--- src/inc/pio_pkg.sv ---
// Purpose: Constants for the parallel I/O port block
// Assumes: APB with 32-bit data, one aligned word per register
// Notes:   Port order 0..7 is the 4,4,8,8,8,2,2,4 pin group sequence
package pio_pkg;
  // ----------------------------------------------------------------
  // Geometry
  // ----------------------------------------------------------------
  localparam int NUM_PORTS = 8;
  localparam int NUM_PINS = 40;
  localparam int PORT_W [NUM_PORTS] = '{4, 4, 8, 8, 8, 2, 2, 4};
  localparam int PORT_BASE [NUM_PORTS] = '{0, 4, 8, 16, 24, 32, 34, 36};
  // ----------------------------------------------------------------
  // Register map: port block at index*PORT_STRIDE, globals above
  // ----------------------------------------------------------------
  localparam logic [11:0] PORT_STRIDE = 12'h020;
  localparam logic [2:0] R_LATCH = 3'h0;
  localparam logic [2:0] R_PIN_READ = 3'h1;
  localparam logic [2:0] R_DIR = 3'h2;
  localparam logic [2:0] R_ALT_FN = 3'h3;
  localparam logic [2:0] R_OUT_TYPE = 3'h4;
  localparam logic [2:0] R_PULLUP = 3'h5;
  localparam logic [11:0] SERIAL_ROUTING_ADDR = 12'h100;
  localparam logic [11:0] UART_SWAP_ADDR = 12'h104;
  // Serial routing fields
  localparam int ROUTE_LSB = 0;
  localparam int GROUP_BIT = 2;
  localparam logic [1:0] ROUTE_SIO = 2'h1;
  // ----------------------------------------------------------------
  // Implemented bits per port; absent bits read zero and stay fixed
  // ----------------------------------------------------------------
  localparam logic [7:0] PIN_MASK [NUM_PORTS] =
    '{8'h0c, 8'h0f, 8'hff, 8'hff, 8'hff, 8'h03, 8'h03, 8'h0f};
  localparam logic [7:0] FN_MASK [NUM_PORTS] =
    '{8'h00, 8'h00, 8'hff, 8'hff, 8'h1f, 8'h03, 8'h03, 8'h0f};
  localparam logic [7:0] OT_MASK [NUM_PORTS] =
    '{8'h00, 8'h00, 8'hff, 8'h00, 8'h00, 8'h00, 8'h03, 8'h0f};
  localparam logic [7:0] PU_MASK [NUM_PORTS] =
    '{8'h0c, 8'h0f, 8'hff, 8'hff, 8'hff, 8'h03, 8'h03, 8'h0f};
  localparam logic [7:0] RESET_VAL = 8'h00;
  // ----------------------------------------------------------------
  // Shared pin positions in the flat pin vector
  // ----------------------------------------------------------------
  localparam int PIN_SER_CLK = 13;
  localparam int PIN_SER_DIN = 12;
  localparam int PIN_SER_DOUT = 11;
  localparam int PIN_UART_A0 = 8;
  localparam int PIN_UART_A1 = 9;
  localparam int PIN_UART_B0 = 36;
  localparam int PIN_UART_B1 = 37;
  localparam int PIN_RESET = 4;
  localparam int PIN_STOP = 5;
  localparam int PIN_IRQ_A = 6;
  localparam int PIN_IRQ_B = 7;
  localparam int ANALOG_BASE = 16;
endpackage

--- src/design/parallel_io_port_block.sv ---
// Purpose: Eight-port parallel I/O block behind an APB slave
// Assumes: Pins synchronous to CLK; peripherals live outside
// Notes:   Zero-wait APB, pin reads sampled in the access cycle
//
// How it works
// - eight ports, forty pins, widths 4,4,8,8,8,2,2,4
// - each pin has a persistent output latch
// - input reads are unlatched, sampled at read
// - written value reaches pin next cycle
// - output pin drives the latch content
// - pin read register returns live pin level
// - direction bit 0 input, 1 output
// - function bit picks peripheral or latch
// - output type bit picks push-pull or open-drain
// - pull-up only for input or open-drain
// - missing controls per port are fixed
// - oscillator port low pins are not I/O
// - second small port feeds reset and interrupts
// - first wide port carries serial signals
// - second wide port feeds analogue inputs
// - third wide port carries timer signals
//
// The address map and the APB slave port were left to the implementer.
`timescale 1ns/100ps
`default_nettype none
module parallel_io_port_block
  import pio_pkg::*;
(
  // Clock and reset
  input wire logic CLK,
  input wire logic RESETN,
  // APB slave
  input wire logic PSEL,
  input wire logic PENABLE,
  input wire logic PWRITE,
  input wire logic [11:0] PADDR,
  input wire logic [31:0] PWDATA,
  output logic [31:0] PRDATA,
  output logic PREADY,
  output logic PSLVERR,
  // Port pins
  input wire logic [NUM_PINS-1:0] PIN_IN,
  output logic [NUM_PINS-1:0] PIN_OUT,
  output logic [NUM_PINS-1:0] PIN_OE,
  output logic [NUM_PINS-1:0] PIN_PULLUP,
  // Peripheral outputs and their pin-side inputs
  input wire logic [NUM_PINS-1:0] ALT_OUT,
  input wire logic SIO_CLK_OUT,
  input wire logic SIO_DATA_OUT,
  input wire logic BUS_SCL_OUT,
  input wire logic BUS_SDA_OUT,
  input wire logic UART_TX,
  output logic SIO_CLK_IN,
  output logic SIO_DATA_IN,
  output logic BUS_SCL_IN,
  output logic BUS_SDA_IN,
  output logic UART_RX,
  output logic EXT_RESET_N,
  output logic STOP_RELEASE,
  output logic [1:0] EXT_IRQ,
  output logic [7:0] ANALOG_SEL
);
  // ----------------------------------------------------------------
  // Reset release
  // ----------------------------------------------------------------
  logic rst_meta;
  logic rst_n;
  always_ff @(posedge CLK or negedge RESETN)
  begin
    if (!RESETN)
    begin
      rst_meta <= 1'b0;
      rst_n <= 1'b0;
    end
    else
    begin
      rst_meta <= 1'b1;
      rst_n <= rst_meta;
    end
  end

  // ----------------------------------------------------------------
  // APB decode
  // ----------------------------------------------------------------
  wire logic access = PSEL && PENABLE;
  wire logic wr = access && PWRITE;
  wire logic [2:0] port_idx = PADDR[7:5];
  wire logic [2:0] reg_idx = PADDR[4:2];
  wire logic in_ports = (PADDR[11:8] == 4'h0) && (PADDR[1:0] == 2'b00)
    && (reg_idx <= R_PULLUP);
  wire logic hit_route = PADDR == SERIAL_ROUTING_ADDR;
  wire logic hit_swap = PADDR == UART_SWAP_ADDR;
  wire logic mapped = in_ports || hit_route || hit_swap;
  assign PREADY = 1'b1;
  assign PSLVERR = access && !mapped;

  // ----------------------------------------------------------------
  // Control registers
  // ----------------------------------------------------------------
  logic [7:0] port_output_latch_reg [NUM_PORTS];
  logic [7:0] port_direction_reg [NUM_PORTS];
  logic [7:0] port_alt_function_reg [NUM_PORTS];
  logic [7:0] port_output_type_reg [NUM_PORTS];
  logic [7:0] port_pullup_reg [NUM_PORTS];
  logic [7:0] port_pin_read_reg [NUM_PORTS];
  logic [2:0] serial_routing_reg;
  logic uart_pin_swap_reg;
  wire logic [1:0] serial_route_field = serial_routing_reg[1:0];
  wire logic serial_port_group_sel = serial_routing_reg[GROUP_BIT];
  wire logic uart_tx_rx_swap = uart_pin_swap_reg;

  genvar p;
  genvar b;
  generate
    for (p = 0; p < NUM_PORTS; p++)
    begin : g_port
      wire logic sel = wr && in_ports && (port_idx == 3'(p));
      // Write masks keep absent controls at their fixed value
      always_ff @(posedge CLK or negedge rst_n)
      begin
        if (!rst_n)
        begin
          port_output_latch_reg[p] <= RESET_VAL;
          port_direction_reg[p] <= RESET_VAL;
          port_alt_function_reg[p] <= RESET_VAL;
          port_output_type_reg[p] <= RESET_VAL;
          port_pullup_reg[p] <= RESET_VAL;
        end
        else if (sel)
        begin
          if (reg_idx == R_LATCH)
            port_output_latch_reg[p] <= PWDATA[7:0] & PIN_MASK[p];
          if (reg_idx == R_DIR)
            port_direction_reg[p] <= PWDATA[7:0] & PIN_MASK[p];
          if (reg_idx == R_ALT_FN)
            port_alt_function_reg[p] <= PWDATA[7:0] & FN_MASK[p];
          if (reg_idx == R_OUT_TYPE)
            port_output_type_reg[p] <= PWDATA[7:0] & OT_MASK[p];
          if (reg_idx == R_PULLUP)
            port_pullup_reg[p] <= PWDATA[7:0] & PU_MASK[p];
        end
      end
      // Live pins of this port; oscillator pins read zero
      for (b = 0; b < 8; b++)
      begin : g_rd
        if (b < PORT_W[p])
        begin : g_on
          assign port_pin_read_reg[p][b] =
            PIN_IN[PORT_BASE[p] + b] & PIN_MASK[p][b];
        end
        else
        begin : g_off
          assign port_pin_read_reg[p][b] = 1'b0;
        end
      end
    end
  endgenerate

  always_ff @(posedge CLK or negedge rst_n)
  begin
    if (!rst_n)
    begin
      serial_routing_reg <= 3'h0;
      uart_pin_swap_reg <= 1'b0;
    end
    else
    begin
      if (wr && hit_route)
        serial_routing_reg <= PWDATA[2:0];
      if (wr && hit_swap)
        uart_pin_swap_reg <= PWDATA[0];
    end
  end

  // ----------------------------------------------------------------
  // Read mux; pins are sampled in the access cycle, not stored
  // ----------------------------------------------------------------
  logic [7:0] port_rd;
  always_comb
  begin
    case (reg_idx)
      R_LATCH: port_rd = port_output_latch_reg[port_idx];
      R_PIN_READ: port_rd = port_pin_read_reg[port_idx];
      R_DIR: port_rd = port_direction_reg[port_idx];
      R_ALT_FN: port_rd = port_alt_function_reg[port_idx];
      R_OUT_TYPE: port_rd = port_output_type_reg[port_idx];
      R_PULLUP: port_rd = port_pullup_reg[port_idx];
      default: port_rd = 8'h00;
    endcase
  end
  assign PRDATA = !(access && !PWRITE) ? 32'h0000_0000 :
    in_ports ? {24'h00_0000, port_rd} :
    hit_route ? {29'h0000_0000, serial_routing_reg} :
    hit_swap ? {31'h0000_0000, uart_pin_swap_reg} : 32'h0000_0000;

  // ----------------------------------------------------------------
  // Serial routing onto the wide serial port and the last port
  // ----------------------------------------------------------------
  wire logic route_sio = serial_route_field == ROUTE_SIO;
  wire logic route_bus = !serial_route_field[0];
  wire logic [5:0] uart_tx_pin = serial_port_group_sel ?
    (uart_tx_rx_swap ? 6'(PIN_UART_B1) : 6'(PIN_UART_B0)) :
    (uart_tx_rx_swap ? 6'(PIN_UART_A1) : 6'(PIN_UART_A0));
  wire logic [5:0] uart_rx_pin = serial_port_group_sel ?
    (uart_tx_rx_swap ? 6'(PIN_UART_B0) : 6'(PIN_UART_B1)) :
    (uart_tx_rx_swap ? 6'(PIN_UART_A0) : 6'(PIN_UART_A1));
  logic [NUM_PINS-1:0] alt_src;
  logic [NUM_PINS-1:0] force_od;
  always_comb
  begin
    alt_src = ALT_OUT;
    force_od = '0;
    alt_src[uart_tx_pin] = UART_TX;
    if (route_sio)
    begin
      alt_src[PIN_SER_CLK] = SIO_CLK_OUT;
      alt_src[PIN_SER_DOUT] = SIO_DATA_OUT;
    end
    if (route_bus)
    begin
      // Bus lines only ever pull low, whatever the type bit says
      alt_src[PIN_SER_CLK] = BUS_SCL_OUT;
      alt_src[PIN_SER_DIN] = BUS_SDA_OUT;
      force_od[PIN_SER_CLK] = 1'b1;
      force_od[PIN_SER_DIN] = 1'b1;
    end
  end
  assign SIO_CLK_IN = PIN_IN[PIN_SER_CLK];
  assign SIO_DATA_IN = PIN_IN[PIN_SER_DIN];
  assign BUS_SCL_IN = PIN_IN[PIN_SER_CLK];
  assign BUS_SDA_IN = PIN_IN[PIN_SER_DIN];
  assign UART_RX = PIN_IN[uart_rx_pin];
  // Reset, stop release and interrupts share the second small port
  assign EXT_RESET_N = PIN_IN[PIN_RESET];
  assign STOP_RELEASE = PIN_IN[PIN_STOP];
  assign EXT_IRQ = {PIN_IN[PIN_IRQ_B], PIN_IN[PIN_IRQ_A]};
  // Analogue inputs are the input pins (direction bit 0) whose function bit is set
  assign ANALOG_SEL = port_alt_function_reg[3] &
    ~port_direction_reg[3];

  // ----------------------------------------------------------------
  // Pin drivers, one per port pin, all forty including the oscillator pins
  // ----------------------------------------------------------------
  generate
    for (p = 0; p < NUM_PORTS; p++)
    begin : g_drv
      for (b = 0; b < PORT_W[p]; b++)
      begin : g_pin
        localparam int N = PORT_BASE[p] + b;
        wire logic dir = port_direction_reg[p][b];
        // Bus routing forces open drain only where the pin runs the
        // peripheral; a plain port pin keeps its own output type
        wire logic od = port_output_type_reg[p][b] |
          (force_od[N] & port_alt_function_reg[p][b]);
        // Timer outputs come in on ALT_OUT through this same path
        wire logic src = port_alt_function_reg[p][b] ? alt_src[N] :
          port_output_latch_reg[p][b];
        // Latch is a flop, so a write shows on the next cycle
        assign PIN_OE[N] =
          PIN_MASK[p][b] & dir & (!od | !src);
        assign PIN_OUT[N] = !od & src;
        assign PIN_PULLUP[N] =
          port_pullup_reg[p][b] & (!dir | od);
      end
    end
  endgenerate
endmodule // parallel_io_port_block
`default_nettype wire

--- config.mk ---
export PLATFORM = sky130hd
export DESIGN_NAME = parallel_io_port_block
export DESIGN_NICKNAME = d
export VERILOG_FILES = /design/src/inc/pio_pkg.sv /design/src/design/parallel_io_port_block.sv
export SDC_FILE = /design/constraint.sdc
export NUM_CORES = 1
export LEC_CHECK = 0
export BUFFER_PORTS_ARGS = -buffer_cell sky130_fd_sc_hd__clkbuf_2
export CAP_MARGIN = 5
export CORE_MARGIN = 1
export CORE_UTILIZATION = 56
export DETAILED_ROUTE_END_ITERATION = 12
export HOLD_SLACK_MARGIN = 0.05
export MAX_ROUTING_LAYER = met4
export PLACE_DENSITY = 0.86
export RECOVER_POWER = 25
export SKIP_LAST_GASP = 1
export SLEW_MARGIN = 20
export SYNTH_ARGS = -nofsm -noshare
export SYNTH_HDL_FRONTEND = slang
export SYNTH_SLANG_ARGS = --single-unit
--- constraint.sdc ---
create_clock -name CLK -period 11.9 [get_ports CLK]
set_clock_uncertainty 0.15 [all_clocks]
set_input_delay 1.19 -clock CLK [delete_from_list [all_inputs] [get_ports CLK]]
set_output_delay 1.19 -clock CLK [all_outputs]
set_load 0.05 [all_outputs]
==> flow_metrics.py <==
metrics = {
    "placed_design": {
        "place_congestion": 0.991,
        "io_buffers": 236,
        "dpl_cell_area_um2": 10600,
        "dp_hpwl_um": 21300,
        "pre_cts_ws_ns": 6.32,
    },
    "sta": {
        "tns_ns": 0,
        "setup_viol": 0,
        "max_freq_ghz": 0.144,
        "timing.final.crit_share_pct": 58.3,
        "fin_ws_ns": 4.96,
        "hold_violations": 0,
        "max_slew_margin_pct": -198,
        "tightest_slew_ns": 4.46,
        "rsz0062_at_grt": "false",
        "slew_violations": 164,
        "period_needed_ns": 6.94,
    },
    "logic_synthesis": {
        "synth_area_um2": 9900,
        "synth_edf_count": 0,
        "seq_area_frac_synth_pct": 41.2,
        "syn_avg_cell_area_um2": 11.1,
        "synth-seq-cells": 163,
        "yosysWarningCount": 0,
        "async_flop_share_pct": 100,
        "synth_cells": 894,
        "ys.flop_type": "dfrtp_1",
        "ys_types": 55,
    },
    "finish": {
        "n_antenna_cell": 0,
        "final_nets": 1182,
        "area_growth_pct": 13.4,
        "stdcell_area_um2": 11200,
        "drive_gt1_share_pct": 45.4,
        "post-route-util_pct": 64.9,
        "fillerInstances": 1343,
    },
    "route": {
        "drt_pass1_iterations": 6,
        "drt-initial-drc-count": 985,
        "post-route-drc-count": 0,
        "antenna_left": 0,
        "dr_total_vias": 8128,
        "wl_per_cell_um": 24.1,
        "via_per_inst": 6.33,
        "wl_um": 31000,
    },
    "global_routing": {
        "grt_pass1_wl_um": 45600,
        "grt.total_usage_pct": 35.4,
        "grt_max_degree": 86,
        "grt_overflow": 0,
        "grt_pass1_vias": 7716,
        "antenna_found_initial": 0,
    },
    "clock_tree": {
        "clk_pin_slew_worst_paths_ns": 0.06,
        "cts_hold_buf": 0,
        "clock_latency_ns": 0.43,
        "cts_buffers": 17,
        "h-tree-depth": 4,
        "clockRootBuffer": "clkbuf_16",
        "clockBufferDepth": 2,
        "cts_tree": "built",
        "clock_sinks": 163,
        "cts_setup_buffers": 0,
        "cts_resized": 0,
    },
    "die": {
        "start_util_pct": 57.2,
        "core_area_um2": 17300,
        "die_w_um": 135,
        "rows": 48,
        "die_h_um": 135,
        "die_area_um2": 18200,
        "ios": 305,
    },
    "hold_path": {
        "hold_path_end": "rst_n",
        "hp-start": "rst_meta",
        "hold_depth": 0,
        "min_path_type": "reg -> reg",
    },
    "power": {
        "p_leak_nw": 5.74,
        "ir_drop_mv": 0.104,
        "p_per_area_nw_per_um2": 111,
    },
    "worst_setup_path": {
        "cp.depth": 1,
        "arrival_ns": 6.27,
        "crit_slowest_cell": "clkbuf_1",
        "path_delay_family": "buffers and inverters",
        "crit-reg2reg-launch": "rst_n",
        "worstRegToRegCells": 1,
        "r2r-end": "port_alt_function_reg[24]",
        "path_buf_inv": 1,
        "rrSetupSlack_ns": 4.96,
        "critPathKind": "reg -> async",
        "cp-startpoint": "rst_n",
        "path_cells": "clkbuf_1",
        "cp_slowest_stage_delay_ns": 3.27,
        "cp.required_ns": 11.23,
        "endpoint_kind": "asynchronous set/reset pin",
        "crit_fanout": 85,
        "critPathLaunchType": "flip-flop",
    },
    "status": {
        "failed_checks": "max-capacitance violations, max-slew violations",
        "outcome": "finished with violations",
    },
    "job": {
        "cap_violations": 2,
    },
}
## routing by layer
layer  track usage [%]  vias up  part of all wire [%]
li1                  -     3427                     -
met1              43.5     3977                    37
met2              52.5      599                    46
met3              10.4      125                    11
met4              19.0        0                   5.4
met5                 -        -                     0
## logic make-up (layout without fill, tap and decap cells)
logic type | after synthesis | count (layout) | share of synthesized area, %
mux | 221 | 221 | 26.9
simple gates | 206 | 206 | 11.3
flops | 163 | 163 | 41.2
buf+inv | 157 | 293 | 9.81
compound gates | 145 | 145 | 10.7
other cells | 2 | 32 | 0.0759
## cell type report
type / count / area [um^2] / share of cell area, %
Clock buffer: 22 / 474 / 4.23
Inverter: 21 / 78.8 / 0.702
Timing Repair Buffer: 241 / 1210 / 10.8
Tap cell: 225 / 282 / 2.51
Clock inverter: 9 / 129 / 1.15
Multi-Input combinational cell: 604 / 4970 / 44.3
Sequential cell: 163 / 4080 / 36.3
## how the worst max path moves through the flow
| stage | end | slack, ns |
|---|---|---|
| finish | port_alt_function_reg[24] | 4.96 |
| global route | port_alt_function_reg[24] | 3.80 |
| CTS | PRDATA[4] | 6.27 |
| detailed placement | PRDATA[4] | 6.32 |
| global placement | PRDATA[4] | 6.43 |
| floorplan | g_drv[0].g_pin[2].dir | 6.87 |
## cell usage after synthesis, types with 4 or more instances
cell,count,area [um^2]
a31oi_1,4,25.0
nor2b_1,40,250
buf_2,14,70.1
nor3b_1,4,30.0
nand2b_1,10,62.6
a21boi_0,24,180
nor2_2,4,25.0
mux4_2,17,383
and2_1,17,106
buf_4,91,683
nand3b_1,10,75.1
mux2_2,186,2090
nor3_1,13,65.1
inv_1,21,78.8
nand3_1,9,45.0
nor2_1,30,113
a21oi_1,24,120
mux2i_1,16,160
a221oi_1,16,140
and3_1,10,62.6
a22oi_1,18,135
dfrtp_1,163,4080
a22o_1,11,96.3
o21ai_0,14,70.1
clkbuf_1,26,97.6
o31a_1,6,52.6
nand2_1,46,173
## stage by stage
stage / power [mW] / cells / hold WS (ns)
floorplan: 0.656 / 924 / 0.181
global placement: 0.681 / 1254 / 0.186
detailed placement: 0.682 / 1254 / 0.190
CTS: 1.24 / 1285 / 0.204
global route: 1.27 / 1285 / 0.206
finish: 1.24 / 1285 / 0.201
## cells in the final DEF (no fill, tap or decap), types with 17 or more instances in the layout
cell / n
a22oi_1: 18
a21oi_1: 24
a21boi_0: 24
clkbuf_16: 17
mux2_2: 186
nor2_1: 29
mux4_2: 17
nor2b_1: 40
conb_1: 32
and2_1: 17
inv_1: 21
dfrtp_1: 163
nand2_1: 46
clkbuf_2: 235
## power by group
group	internal (mW)	total [mW]	switching (mW)
registers	0.555	0.561	0.00569
clock network	0.345	0.571	0.226
logic	0.0290	0.113	0.0838
(Power assumes the default switching activity.)
